`src/eic_regs.svh`:
```
// Register offsets, field positions, reset values and timing counts of the interrupt enable slice.
`ifndef EIC_REGS_SVH
`define EIC_REGS_SVH

// ============================================================
// Register byte offsets
`define CTRL_A_OFF        12'h000
`define SYNC_BUSY_OFF     12'h004
`define LINE_SECURITY_SELECT_SEL_OFF    12'h008
`define IRQ_ENABLE_CLR_OFF 12'h00C
`define IRQ_ENABLE_SET_OFF 12'h010
`define IRQ_FLAG_OFF      12'h014
`define IRQ_MASK_OFF      12'h018

// ============================================================
// Field positions
`define CTRL_SOFT_RESET_BIT  0
`define CTRL_ENABLE_BIT      1
`define SYNC_SOFT_RESET_BIT  0
`define SYNC_ENABLE_BIT      1
`define NONSECURE_CHECK_BIT            31
`define LINE_MSB             7
`define STAT_SYNC_DONE_BIT   8

// ============================================================
// Reset values and timing
`define REG_RESET            32'h0000_0000
`define LINES_RESET          8'h00
`define SYNC_TIME_NS         20
`define CLK_PERIOD_NS        5
`define SYNC_CYCLES          ((`SYNC_TIME_NS + `CLK_PERIOD_NS - 1) / `CLK_PERIOD_NS)
`define SYNC_CNT_ONE         3'h1
`define SYNC_CNT_ZERO        3'h0
`define AXI_OKAY             2'h0
`define AXI_SLVERR           2'h2

`endif

```
`src/eic_pkg.sv`:
```
// Types shared by the interrupt enable slice.
package eic_pkg;

    // ============================================================
    // Sync engine states.
    typedef enum logic [1:0] {
        SYNC_IDLE,
        SYNC_RUN
    } sync_state_e;

    // Enable state seen by both set and clear views.
    typedef struct packed {
        logic       nonsecure_check;
        logic [7:0] external_line_enable;
    } enable_s;

    // Write request as decoded on the bus side.
    typedef struct packed {
        logic [11:0] addr;
        logic [31:0] data;
        logic [3:0]  strb;
        logic        line_security_select;
    } wr_req_s;

endpackage : eic_pkg

```
`src/eic_enable_sync.sv`:
```
// AXI4-Lite register slice with sync busy status, enable set/clear, security gating and interrupt.
`timescale 1ns/1ps
`include "eic_regs.svh"

// How it works
// - The enable busy bit reads 1 from a secure enable write until its synchronisation ends, then 0.
// - The soft reset busy bit reads 1 from a secure soft reset write until its synchronisation ends.
// - Writing 1 to bit 31 of the enable-set register sets the check enable; 0 leaves it alone.
// - Writing 1 to bit x of the line field sets that line's enable; a bit reading 0 is off.
// - Writing 0 to a line bit of the enable-set register changes nothing.
// - Set and clear registers share one enable state and read back the same value.
// - A line's request reaches the interrupt output only while its enable bit is 1.
// - Non-secure access to a line's enable works only when its security select bit is 1.
module eic_enable_sync (
    input  wire logic        core_clk,
    input  wire logic        rstn,
    input  wire logic [11:0] s_axi_awaddr,
    input  wire logic [2:0]  s_axi_awprot,
    input  wire logic        s_axi_awvalid,
    output logic             s_axi_awready,
    input  wire logic [31:0] s_axi_wdata,
    input  wire logic [3:0]  s_axi_wstrb,
    input  wire logic        s_axi_wvalid,
    output logic             s_axi_wready,
    output logic [1:0]       s_axi_bresp,
    output logic             s_axi_bvalid,
    input  wire logic        s_axi_bready,
    input  wire logic [11:0] s_axi_araddr,
    input  wire logic [2:0]  s_axi_arprot,
    input  wire logic        s_axi_arvalid,
    output logic             s_axi_arready,
    output logic [31:0]      s_axi_rdata,
    output logic [1:0]       s_axi_rresp,
    output logic             s_axi_rvalid,
    input  wire logic        s_axi_rready,
    input  wire logic [7:0]  line_req,
    input  wire logic        nonsecure_check_req,
    output logic [7:0]       line_irq,
    output logic             irq,
    output logic             enabled
);

    // ============================================================
    // Storage.
    eic_pkg::enable_s     en_r;
    logic [7:0]           line_security_select_r;
    logic                 ctrl_enable_r;
    logic                 aw_hold_r;
    logic                 w_hold_r;
    logic [11:0]          awaddr_r;
    logic                 awnonsec_r;
    logic [31:0]          wdata_r;
    logic [3:0]           wstrb_r;
    logic                 bvalid_r;
    logic [1:0]           bresp_r;
    logic                 rvalid_r;
    logic [31:0]          rdata_r;
    logic [1:0]           rresp_r;
    logic [1:0]           flag_r;
    logic [1:0]           mask_r;
    eic_pkg::sync_state_e sync_state_r;
    logic [2:0]           sync_cnt_r;
    logic                 busy_enable_r;
    logic                 busy_soft_reset_bit_r;
    logic [7:0]           line_irq_r;
    logic                 enable_hold_r;

    eic_pkg::wr_req_s     wr;
    logic                 wr_fire;
    logic [7:0]           access_mask;
    logic                 start_en;
    logic                 start_rst;
    logic                 sync_done;

    // Lines that the current write may touch, given its security.
    function automatic logic [7:0] line_gate(input logic line_security_select, input logic [7:0] sel);
        line_gate = line_security_select ? sel : 8'hFF;
    endfunction : line_gate

    // Checks that a write's low byte lane is enabled.
    function automatic logic lane0(input logic [3:0] strb);
        lane0 = strb[0];
    endfunction : lane0

    // ============================================================
    // Write channel: address and data taken in either order, response after both.
    assign s_axi_awready = !aw_hold_r && !bvalid_r;
    assign s_axi_wready  = !w_hold_r && !bvalid_r;
    assign wr_fire       = aw_hold_r && w_hold_r && !bvalid_r;
    assign wr.addr       = awaddr_r;
    assign wr.data       = wdata_r;
    assign wr.strb       = wstrb_r;
    assign wr.line_security_select     = awnonsec_r;
    assign access_mask   = line_gate(wr.line_security_select, line_security_select_r);

    // Captures address and data beats.
    always_ff @(posedge core_clk) begin
        if (!rstn) begin
            aw_hold_r  <= 1'b0;
            w_hold_r   <= 1'b0;
            awaddr_r   <= 12'h000;
            awnonsec_r <= 1'b0;
            wdata_r    <= `REG_RESET;
            wstrb_r    <= 4'h0;
        end else begin
            if (s_axi_awvalid && s_axi_awready) begin
                aw_hold_r  <= 1'b1;
                awaddr_r   <= s_axi_awaddr;
                awnonsec_r <= s_axi_awprot[1];
            end else if (wr_fire) begin
                aw_hold_r <= 1'b0;
            end
            if (s_axi_wvalid && s_axi_wready) begin
                w_hold_r <= 1'b1;
                wdata_r  <= s_axi_wdata;
                wstrb_r  <= s_axi_wstrb;
            end else if (wr_fire) begin
                w_hold_r <= 1'b0;
            end
        end
    end

    // Write response; unmapped addresses answer SLVERR.
    always_ff @(posedge core_clk) begin
        if (!rstn) begin
            bvalid_r <= 1'b0;
            bresp_r  <= `AXI_OKAY;
        end else if (wr_fire) begin
            bvalid_r <= 1'b1;
            case (wr.addr)
                `CTRL_A_OFF, `SYNC_BUSY_OFF, `LINE_SECURITY_SELECT_SEL_OFF, `IRQ_ENABLE_CLR_OFF,
                `IRQ_ENABLE_SET_OFF, `IRQ_FLAG_OFF, `IRQ_MASK_OFF: bresp_r <= `AXI_OKAY;
                default: bresp_r <= `AXI_SLVERR;
            endcase
        end else if (s_axi_bready) begin
            bvalid_r <= 1'b0;
        end
    end
    assign s_axi_bvalid = bvalid_r;
    assign s_axi_bresp  = bresp_r;

    // ============================================================
    // Shared enable state: set view ORs in, clear view masks out.
    always_ff @(posedge core_clk) begin
        if (!rstn || (sync_done && busy_soft_reset_bit_r)) begin
            en_r <= '0;
        end else if (wr_fire && wr.addr == `IRQ_ENABLE_SET_OFF) begin
            if (lane0(wr.strb)) begin
                en_r.external_line_enable <= en_r.external_line_enable
                    | (wr.data[`LINE_MSB:0] & access_mask);
            end
            if (wr.strb[3] && wr.data[`NONSECURE_CHECK_BIT]) begin
                en_r.nonsecure_check <= 1'b1;
            end
        end else if (wr_fire && wr.addr == `IRQ_ENABLE_CLR_OFF) begin
            if (lane0(wr.strb)) begin
                en_r.external_line_enable <= en_r.external_line_enable
                    & ~(wr.data[`LINE_MSB:0] & access_mask);
            end
            if (wr.strb[3] && wr.data[`NONSECURE_CHECK_BIT]) begin
                en_r.nonsecure_check <= 1'b0;
            end
        end
    end

    // Security select and interrupt mask, written by secure software only.
    always_ff @(posedge core_clk) begin
        if (!rstn) begin
            line_security_select_r <= `LINES_RESET;
            mask_r                 <= 2'h0;
        end else if (wr_fire && !wr.line_security_select && lane0(wr.strb)) begin
            if (wr.addr == `LINE_SECURITY_SELECT_SEL_OFF) begin
                line_security_select_r <= wr.data[`LINE_MSB:0];
            end
            if (wr.addr == `IRQ_MASK_OFF) begin
                mask_r <= wr.data[1:0];
            end
        end
    end

    // ============================================================
    // Secure control writes start a synchronisation of fixed length.
    assign start_en  = wr_fire && wr.addr == `CTRL_A_OFF && lane0(wr.strb) && !wr.line_security_select
                       && sync_state_r == eic_pkg::SYNC_IDLE;
    assign start_rst = start_en && wr.data[`CTRL_SOFT_RESET_BIT];
    assign sync_done = sync_state_r == eic_pkg::SYNC_RUN && sync_cnt_r == `SYNC_CNT_ONE;

    // Sync engine and busy bits.
    always_ff @(posedge core_clk) begin
        if (!rstn) begin
            sync_state_r  <= eic_pkg::SYNC_IDLE;
            sync_cnt_r    <= `SYNC_CNT_ZERO;
            busy_enable_r <= 1'b0;
            busy_soft_reset_bit_r  <= 1'b0;
            ctrl_enable_r <= 1'b0;
        end else begin
            case (sync_state_r)
                eic_pkg::SYNC_IDLE: begin
                    if (start_en) begin
                        sync_state_r  <= eic_pkg::SYNC_RUN;
                        sync_cnt_r    <= 3'(`SYNC_CYCLES);
                        busy_enable_r <= !start_rst;
                        busy_soft_reset_bit_r  <= start_rst;
                    end
                end
                eic_pkg::SYNC_RUN: begin
                    sync_cnt_r <= sync_cnt_r - `SYNC_CNT_ONE;
                    if (sync_done) begin
                        sync_state_r  <= eic_pkg::SYNC_IDLE;
                        busy_enable_r <= 1'b0;
                        busy_soft_reset_bit_r  <= 1'b0;
                        ctrl_enable_r <= busy_soft_reset_bit_r ? 1'b0 : enable_hold_r;
                    end
                end
                default: sync_state_r <= eic_pkg::SYNC_IDLE;
            endcase
        end
    end

    // Value of the enable bit being synchronised, applied when the sync ends.
    always_ff @(posedge core_clk) begin
        if (!rstn) begin
            enable_hold_r <= 1'b0;
        end else if (start_en) begin
            enable_hold_r <= wr.data[`CTRL_ENABLE_BIT];
        end
    end
    assign enabled = ctrl_enable_r;

    // ============================================================
    // Line gating and status flags.
    always_ff @(posedge core_clk) begin
        if (!rstn) begin
            line_irq_r <= `LINES_RESET;
        end else begin
            line_irq_r <= line_req & en_r.external_line_enable & {8{ctrl_enable_r}};
        end
    end
    assign line_irq = line_irq_r;

    // Flag 0: any gated line request or check event; flag 1: sync done. Set wins over clear.
    always_ff @(posedge core_clk) begin
        if (!rstn) begin
            flag_r <= 2'h0;
        end else begin
            flag_r <= (flag_r & ~((wr_fire && wr.addr == `IRQ_FLAG_OFF && lane0(wr.strb))
                                  ? wr.data[1:0] : 2'h0))
                      | {sync_done, (|line_irq_r) | (nonsecure_check_req && en_r.nonsecure_check)};
        end
    end
    assign irq = |(flag_r & mask_r);

    // ============================================================
    // Read channel.
    assign s_axi_arready = !rvalid_r;

    // Read data; blocked lines read as zero for non-secure access.
    always_ff @(posedge core_clk) begin
        if (!rstn) begin
            rvalid_r <= 1'b0;
            rdata_r  <= `REG_RESET;
            rresp_r  <= `AXI_OKAY;
        end else if (s_axi_arvalid && s_axi_arready) begin
            rvalid_r <= 1'b1;
            rresp_r  <= `AXI_OKAY;
            case (s_axi_araddr)
                `CTRL_A_OFF:     rdata_r <= {30'h0, ctrl_enable_r, 1'b0};
                `SYNC_BUSY_OFF:  rdata_r <= {30'h0, busy_enable_r, busy_soft_reset_bit_r};
                `LINE_SECURITY_SELECT_SEL_OFF: rdata_r <= {24'h0, line_security_select_r};
                `IRQ_ENABLE_SET_OFF, `IRQ_ENABLE_CLR_OFF:
                    rdata_r <= {en_r.nonsecure_check, 23'h0, en_r.external_line_enable
                                & line_gate(s_axi_arprot[1], line_security_select_r)};
                `IRQ_FLAG_OFF:   rdata_r <= {30'h0, flag_r};
                `IRQ_MASK_OFF:   rdata_r <= {30'h0, mask_r};
                default: begin
                    rdata_r <= `REG_RESET;
                    rresp_r <= `AXI_SLVERR;
                end
            endcase
        end else if (s_axi_rready) begin
            rvalid_r <= 1'b0;
        end
    end
    assign s_axi_rvalid = rvalid_r;
    assign s_axi_rdata  = rdata_r;
    assign s_axi_rresp  = rresp_r;

    // ============================================================
    // Checks.
    busy_clear_a: assert property (@(posedge core_clk) disable iff (!rstn)
        start_en && !start_rst |=> busy_enable_r [*4] ##1 !busy_enable_r)
        else $error("enable busy did not last the sync time");
    soft_reset_bit_busy_a: assert property (@(posedge core_clk) disable iff (!rstn)
        start_rst |=> busy_soft_reset_bit_r ##3 busy_soft_reset_bit_r ##1 !busy_soft_reset_bit_r)
        else $error("soft reset busy wrong length");
    nonsecure_check_set_a: assert property (@(posedge core_clk) disable iff (!rstn)
        wr_fire && wr.addr == `IRQ_ENABLE_SET_OFF && wr.strb[3] && wr.data[`NONSECURE_CHECK_BIT]
        && !(sync_done && busy_soft_reset_bit_r) |=> en_r.nonsecure_check)
        else $error("check enable not set");
    line_set_a: assert property (@(posedge core_clk) disable iff (!rstn)
        wr_fire && wr.addr == `IRQ_ENABLE_SET_OFF && lane0(wr.strb) && !wr.line_security_select
        && !(sync_done && busy_soft_reset_bit_r)
        |=> (en_r.external_line_enable & $past(wr.data[`LINE_MSB:0]))
            == $past(wr.data[`LINE_MSB:0]))
        else $error("line enable not set");
    zero_keep_a: assert property (@(posedge core_clk) disable iff (!rstn)
        wr_fire && wr.addr == `IRQ_ENABLE_SET_OFF && !(sync_done && busy_soft_reset_bit_r)
        |=> ($past(en_r.external_line_enable) & ~en_r.external_line_enable) == 8'h00)
        else $error("set write cleared a line");
    gate_line_a: assert property (@(posedge core_clk) disable iff (!rstn)
        ##1 (line_irq_r & ~$past(en_r.external_line_enable)) == 8'h00)
        else $error("disabled line raised a request");
    secure_block_a: assert property (@(posedge core_clk) disable iff (!rstn)
        wr_fire && wr.line_security_select && !(sync_done && busy_soft_reset_bit_r)
        |=> ((en_r.external_line_enable ^ $past(en_r.external_line_enable))
             & ~$past(line_security_select_r)) == 8'h00)
        else $error("secure line changed by non-secure write");
    shared_state_a: assert property (@(posedge core_clk) disable iff (!rstn)
        wr_fire && wr.addr == `IRQ_ENABLE_CLR_OFF && lane0(wr.strb) && !wr.line_security_select
        && !(sync_done && busy_soft_reset_bit_r)
        |=> (en_r.external_line_enable & $past(wr.data[`LINE_MSB:0])) == 8'h00)
        else $error("clear view did not clear shared state");
    soft_reset_bit_clear_a: assert property (@(posedge core_clk) disable iff (!rstn)
        sync_done && busy_soft_reset_bit_r |=> en_r == '0)
        else $error("soft reset left enables set");
    sync_run_c: cover property (@(posedge core_clk) disable iff (!rstn) start_en ##4 sync_done);
    line_security_select_c: cover property (@(posedge core_clk) disable iff (!rstn) wr_fire && wr.line_security_select);
    irq_c: cover property (@(posedge core_clk) disable iff (!rstn) $rose(irq));

endmodule : eic_enable_sync

```
`config.mk`:
```
export PLATFORM = sky130hd
export DESIGN_NAME = eic_enable_sync
export DESIGN_NICKNAME = d
export VERILOG_FILES = /design/src/eic_pkg.sv /design/src/eic_enable_sync.sv
export VERILOG_INCLUDE_DIRS = /design/src
export SDC_FILE = /design/constraint.sdc
export NUM_CORES = 1
export LEC_CHECK = 0
export ABC_AREA = 1
export BUFFER_PORTS_ARGS = -buffer_cell sky130_fd_sc_hd__buf_2
export CAP_MARGIN = 20
export CORE_AREA = 10 10 85 124
export DETAILED_ROUTE_END_ITERATION = 6
export DIE_AREA = 0 0 95 134
export MAX_ROUTING_LAYER = met4
export PLACE_DENSITY = 0.76
export SLEW_MARGIN = 5
export SYNTH_ARGS = -nofsm -noshare
export SYNTH_HDL_FRONTEND = slang
export SYNTH_SLANG_ARGS = --single-unit
```
`constraint.sdc`:
```
create_clock -name core_clk -period 1.21 [get_ports core_clk]
set_input_delay 0 -clock core_clk [delete_from_list [all_inputs] [get_ports core_clk]]
set_output_delay 0 -clock core_clk [all_outputs]
set_load 0.02 [all_outputs]
```
==> summary.txt, run 1 <==
Status
  • Status: finished with violations
  • Failing checks: setup timing

Logic synthesis
  • Syn_area_per_cell: ~6.9 sq um
  • Commonest cells in the netlist: nand2_1, nor2_1, dfxtp_1, inv_1, a21oi_1
  • Seq/Total Area, Yosys: about two fifths
  • Top cells by area, synth: dfxtp_1, nand2_1, nor2_1
  • Fraction of registers with async set/reset: 0%
  • Flops & latches, synth: between 70 and 80
  • Top-area cell type share of the netlist area: 41.6%
  • Most frequent cell after synthesis: nand2_1
  • Synth Instances: 529
  • Unique cell type count in the Yosys netlist: 36
  • Ys Warns: 0
  • Post-synth EDFFs: 0
  • Post-synth top area cell: dfxtp_1
  • Most used DFF post-synth: dfxtp_1
  • Synth Cell Area: between 3000 and 4000 sq um

Flow run
  • Max-capacitance violation count: 0

Power and ir drop
  • Logic pwr share: ~16%
  • Int Pwr: roughly 0.0051 W
  • Peak VDD IR: 1.25 mV
  • Leakage power: between 2 and 2.5 nW
  • Pwr Total: around 0.0068 W
  • Sequential share of power: between 30 and 40%
  • Sw Ratio: about a quarter
  • Sw Pwr: between 0.0015 and 0.002 W
  • PwrDens: about 1300 nW/um^2
  • Clock power frac: between 40% and 50%

Detailed routing
  • Via/cell ratio: between 4 and 5
  • DRT iter0 DRCs: around 250
  • DRC Markers: 0
  • Wire per inst: ~15 um
  • Total Wirelength: between 10000 and 15000 um
  • Routed via count: 3948
  • Pre-Repair DR Iteration Count: 4
  • Routed Antenna Nets: 0

Global route
  • First-pass GRT wire length: approximately 18000 um
  • Largest net degree at the start of global routing: 39
  • Antenna violations before repair: 0
  • Gr ovfl total: 0
  • Vias in the first global route: between 3000 and 4000
  • GRT Total Usage: a little under a fifth

STA
  • RSZ-0062 raised after global routing: yes
  • Final period utilization: 118%
  • Slew headroom: ~63%
  • Max Clk Rate: 700 MHz
  • Total Neg Setup Slack: -4100 ps
  • Worst-margin pin slew: about 550 ps
  • Final hold vios: 0
  • Crit path time final: about 1400 ps
  • Max-slew violation count: 0
  • Final Skew: about 6.9 ps
  • PnR worst setup slack: -218 ps
  • Setup violations, final: 29

Placed design
  • Placement Setup Slack: -157 ps
  • Global placement routability congestion: roughly 0.86
  • Post-DP HPWL: 7940 um
  • Number of port buffers: 78

Critical path
  • Max FO, Critical Path: 4
  • CP endpoint kind: flip-flop
  • WS Path Type: flip-flop to flip-flop
  • Worst setup path startpoint: s_axi_bvalid$_SDFFE_PN0P_
  • Worst R2R Start: s_axi_bvalid$_SDFFE_PN0P_
  • Crit start category: flip-flop
  • CP arrival: 1660 ps
  • Crit path required time: between 1000 and 1500 ps

Clock network
  • Num CTS Buffers: 9
  • Clk slew on worst S/H paths: approximately 60 ps
  • Worst skew pair latency: around 340 ps
  • Clk root buf: clkbuf_16
  • # clock sinks: 76
  • Clk buf depth: 2
  • CTS tree: done
  • H-Tree Depth: 3

Die
  • Die X: between 90 and 100 um
  • Row cnt: 41
  • Die Area: around 13000 sq um
  • Die height: between 100 and 150 um
  • Ports: approximately 130
  • Core area: around 8300 sq um
  • Initial Util: between 40% and 50%

Cells and area
  • Final core occ: about 65%
  • N_diodes: 0
  • Area grow syn2layout: 47.7%
  • Layout fillers: ~670
  • # nets final: around 770
  • Layout cell share with drive strength beyond 1: around 33%

Worst hold path
  • HP Class: input pin to flip-flop
  • Min-delay src: rstn
==> power by group through the flow <==
stage	Combinational (W)	Clock [W]	Sequential (W)
floorplan	0.000532	0	0.00272
global placement	0.000756	0	0.00271
detailed placement	0.000774	0	0.00272
CTS	0.000934	0.00304	0.00267
global route	0.00115	0.00316	0.00269
finish	0.00106	0.00307	0.00269
==> cell type report <==
cell class | instances | area (sq um) | area share, %
clock inverter | 5 | 100 | 1.85
timing repair buffer | 155 | 1120 | 20.7
inverter | 67 | 259 | 4.79
tap | 107 | 134 | 2.48
sequential | 76 | 1540 | 28.4
multi-input combinational | 374 | 2020 | 37.4
clock buffer | 11 | 233 | 4.30
==> cells in the final DEF, fill, tap and decap left out, types with 11 or more instances in the layout <==
cell / netlist / final
nand2_1: 103 / 94
buf_2: 2 / 78
nor2_1: 78 / 66
dfxtp_1: 76 / 65
inv_1: 62 / 55
a21oi_1: 57 / 46
dlygate4sd3_1: 0 / 36
buf_4: 26 / 29
o21ai_1: 2 / 25
conb_1: 1 / 25
nand3_1: 25 / 17
a21oi_2: 0 / 11
nand4_1: 11 / 11
==> stage by stage <==
step | instances | cell area [sq um] | hold WS, ps
after CTS | 789 | 5160 | 86.2
after global routing | 795 | 5410 | 87.8
after floorplan | 553 | 3800 | 121
after detailed placement | 732 | 4340 | 226
after global placement | 732 | 4340 | 219
final | 795 | 5410 | 85.9
==> layer usage <==
metal,wire length (um),track usage (%)
met1,4280,16.6
met2,6540,33.2
met3,775,4.92
met4,385,8.51
met5,0,-
==> critical path, cell delays in order, from the launching register on <==
cell and delay, ps:
dfxtp_4 360, inv_4 60, nand3_4 90, nor2_2 190, nand2_2 140, nor2_4 210
nand3_2 110, and3_1 160
==> timing repair <==
action	4_1_cts	5_1_grt
hold buffers	36	0
gates resized for setup	36	78
setup endpoints to repair	35	54
buffers inserted	2	7
cloned	3	0
endpoints found under the hold margin	37	0
pin swaps	18	29
==> kinds of logic (layout without fill, tap and decap cells) <==
family / count (synthesis) / count (layout) / synth area share [%]
AND/OR/NAND/NOR: 240 / 243 / 29.4
flip-flops: 76 / 76 / 41.6
AO/OA/AOI/OAI: 103 / 103 / 14.4
adder cells (fa/ha/maj): 2 / 2 / 0.684
XOR/XNOR: 1 / 1 / 0.239
other: 1 / 25 / 0.102
buffers and inverters: 106 / 238 / 13.6
==> path summary, 6_finish.rpt <==
| check | endpoint | slack [ps] | depth (start not counted) |
|---|---|---|---|
| worst min register to register | line_irq[2]$_SDFF_PN0_ | 430 | 2 |
| worst max-delay path | busy_enable_r$_SDFFE_PN0P_ | -220 | 7 |
| worst min-delay path | enabled$_SDFFE_PN0P_ | 90 | 4 |
| worst max register to register | busy_enable_r$_SDFFE_PN0P_ | -220 | 7 |
Note: power is estimated with default switching activity, not from simulation.
==> run 2, diff against run 1 <==
- ABC_AREA: 1 -> default
- CORE_AREA: 10 10 85 124 -> 10 10 84 122
- DIE_AREA: 0 0 95 134 -> 0 0 94 132
==> run 2 against run 1 <==
  * The run still ends with setup timing left
  * Cell count down 16%
  * Clock skew up 1.1 ps
  * Clock power down 14%
  * Synthesized area down 5.1%
  * Critical path type unchanged
  * Sequential power down 3%
==> summary.txt, run 2 <==
Critical path
  • Slowest CP cell: dfxtp_2
  • WS Path Type: flip-flop to flip-flop
  • Family with the most delay on the worst path: simple AND/OR/NAND/NOR gates
  • Crit-path cells: nor4_4 > nand3_2 > nor3b_2 > buf_6 > mux2i_2 > nor2b_1
  • Worst path bufs/invs: 1 (unchanged)
  • CP arrival: 1810 ps (+150 ps)
  • Crit path required time: 1440 ps (about the same)
  • CP endpoint kind: flip-flop
  • Max FO, Critical Path: 8 (+4)
  • Crit start category: flip-flop
  • Max incr delay on CP: 340 ps (-20 ps)

Clock network
  • Worst skew pair latency: 340 ps (about the same)
  • Clk root buf: clkbuf_16
  • Clk buf depth: 2 (unchanged)
  • # clock sinks: 76 (unchanged)
  • Num CTS Buffers: 9 (unchanged)
  • Clk slew on worst S/H paths: 60 ps (about the same)
  • H-Tree Depth: 3 (unchanged)
  • CTS tree: done

Global route
  • First-pass GRT wire length: 16500 um (-8.4%)
  • Antenna violations before repair: 0 (unchanged)
  • Largest net degree at the start of global routing: 25 (-36%)
  • Vias in the first global route: 3542 (-9.9%)
  • Gr ovfl total: 0 (unchanged)
  • GRT Total Usage: 16.6% (-1.5 points)

STA
  • Max Clk Rate: 633 MHz (-9.7%)
  • Final hold vios: 0 (unchanged)
  • Crit path time final: 1580 ps (+153 ps)
  • Setup violations, final: 47 (+62%)
  • RSZ-0062 raised after global routing: yes
  • Final period utilization: 131% (+13 points)
  • Max-slew violation count: 0 (unchanged)
  • PnR worst setup slack: -371 ps (-153 ps)
  • Final Skew: 7.95 ps (+1.06 ps)

Placed design
  • Post-DP HPWL: 7270 um (-8.4%)
  • Number of port buffers: 78 (unchanged)
  • Post-Place Cells: 611 (-17%)
  • Global placement routability congestion: 0.868 (+1.4%)

Detailed routing
  • Routed Antenna Nets: 0 (unchanged)
  • Pre-Repair DR Iteration Count: 6 (+2)
  • Total Wirelength: 10400 um (-14%)
  • DRT iter0 DRCs: 134 (-47%)
  • DRC Markers: 0 (unchanged)
  • Wire per inst: 15.5 um (+2.7%)
  • Routed via count: 3380 (-14%)
  • Via/cell ratio: 5.05 (+1.7%)

Logic synthesis
  • Top cells by area, synth: dfxtp_1, nand2_1, a21boi_1
  • Fraction of registers with async set/reset: 0% (unchanged)
  • Post-synth top area cell: dfxtp_1
  • Ys Warns: 0 (unchanged)
  • Most frequent cell after synthesis: dfxtp_1
  • Syn_area_per_cell: 8.84 sq um (+28%)
  • Post-synth EDFFs: 0 (unchanged)
  • Synth Instances: 393 (-26%)
  • Synth Cell Area: 3470 sq um (-5.1%)
  • Unique cell type count in the Yosys netlist: 47 (+31%)
  • Commonest cells in the netlist: dfxtp_1, nand2_1, a21boi_1, buf_4, nor2b_1
  • Flops & latches, synth: 76 (unchanged)
  • Top-area cell type share of the netlist area: 43.8% (+2.2 points)
  • Seq/Total Area, Yosys: 43.8% (+2.2 points)
  • Most used DFF post-synth: dfxtp_1

Cells and area
  • Commonest non-fill, non-tap cell in the layout: buf_2
  • N_diodes: 0 (unchanged)
  • # nets final: 643 (-16%)
  • Most frequent cells in the layout: buf_2, dfxtp_1, nand2_1, buf_4, dlygate4sd3_1
  • Area grow syn2layout: 53.0%
  • Layout cell share with drive strength beyond 1: 39.0% (+6.2 points)
  • Final core occ: 66.4% (+1.3 points)
  • Layout fillers: 611 (-9.3%)
  • Final Non-Filler Cells: 669 (-16%)

Flow run
  • Max-capacitance violation count: 0 (unchanged)

Power and ir drop
  • Peak VDD IR: 0.999 mV (-20%)
  • Sw Ratio: 28.1% (+2.3 points)
  • PwrDens: 1170 nW/um^2 (-7.0%)
  • Int Pwr: 0.00448 W (-11%)
  • Sequential share of power: 42.1% (+2.7 points)
  • Sw Pwr: 0.00175 W (-0.48%)
  • Leakage power: 2.28 nW (-5.5%)
  • Logic pwr share: 15.7% (about the same)
  • Clock power frac: 42.2% (-2.8 points)

Die
  • Row cnt: 40 (-2.4%)
  • Core area: 8010 sq um (-3.6%)
  • Die height: 132 um (-1.5%)
  • Initial Util: 43.4% (-0.65 points)
  • Ports: 133 (unchanged)
  • Die X: 94 um (-1.1%)
  • Die Area: 12400 sq um (-2.5%)

Worst hold path
  • HP Class: input pin to flip-flop

Status
  • Failing checks: setup timing
  • Status: finished with violations
==> run 2: cell type report <==
class	instances	area (sq um)	share of cell area, %
multi-input cells	292	2080	39.1
flip-flops and latches	76	1530	28.8
clock buffers	9	225	4.24
inverters	9	33.8	0.636
repair buffers	171	1250	23.5
clock inverters	7	65.1	1.22
well taps	105	131	2.47
==> run 2: cells by family (layout without fill, tap and decap cells) <==
logic type                 count (synthesis)  count (layout)  share of synthesized area, %
xor gates and xnor gates                   1               1                         0.252
AOI/OAI and AO/OA                         98              98                          20.2
buffers and inverters                     49             196                          8.43
DFF                                       76              76                          43.8
other                                      1              25                         0.108
muxes                                     14              14                          4.03
and+or+nand+nor                          152             152                          22.5
adders and majority gates                  2               2                         0.720
==> run 2: through the flow <==
| step | TNS, ps | hold WS, ps | total power (W) | cell area (sq um) | worst slack (ps) |
|---|---|---|---|---|---|
| 4_1_cts | -8880 | 59.8 | 0.00612 | 5080 | -360 |
| 6_report | -9270 | 80.6 | 0.00623 | 5320 | -371 |
| 2_1_floorplan | -9860 | 127 | 0.00314 | 3650 | -300 |
| 3_3_place_gp | -9390 | 236 | 0.00337 | 4290 | -321 |
| 5_1_grt | -13840 | 102 | 0.00644 | 5320 | -463 |
| 3_5_place_dp | -12260 | 241 | 0.00339 | 4290 | -405 |
==> run 2: path summary, 6_finish.rpt <==
kind	start	endpoint	slack [ps]	depth (start not counted)
max reg2reg	awaddr_r[7]$_SDFFE_PN0P_	line_security_select_r[1]$_SDFFE_PN0P_	-370	6
max	awaddr_r[7]$_SDFFE_PN0P_	line_security_select_r[1]$_SDFFE_PN0P_	-370	6
min reg2reg	wdata_r[31]$_SDFFE_PN0P_	wdata_r[31]$_SDFFE_PN0P_	460	2
min	nonsecure_check_req	flag_r[0]$_SDFF_PN0_	80	4
==> run 2: layer usage <==
layer	share of wire [%]	GRT usage, %	vias up
met3	7.6	4.50	11
met1	36	16.3	1597
met5	0	-	-
met4	1.5	6.95	0
met2	55	29.4	105
li1	-	-	1667
==> run 2: timing repair <==
item	in CTS	in global routing
pin swaps	17	37
resized for setup	26	57
endpoints found under the hold margin	36	0
endpoints found under the setup margin	61	62
gates cloned	1	0
hold buffers	38	0
buffers inserted	2	1
==> run 2: power groups by stage <==
stage	registers (W)	logic (W)	clock network (W)
2_1_floorplan	0.00269	0.000447	0
3_3_place_gp	0.00267	0.000702	0
3_5_place_dp	0.00267	0.000718	0
4_1_cts	0.00262	0.000863	0.00264
5_1_grt	0.00263	0.00106	0.00275
6_report	0.00262	0.000981	0.00263
==> run 2: worst min-delay path: stages <==
cell,delay (ps)
buf_2,90
nand2_1,50
and3_1,170
a21boi_1,60
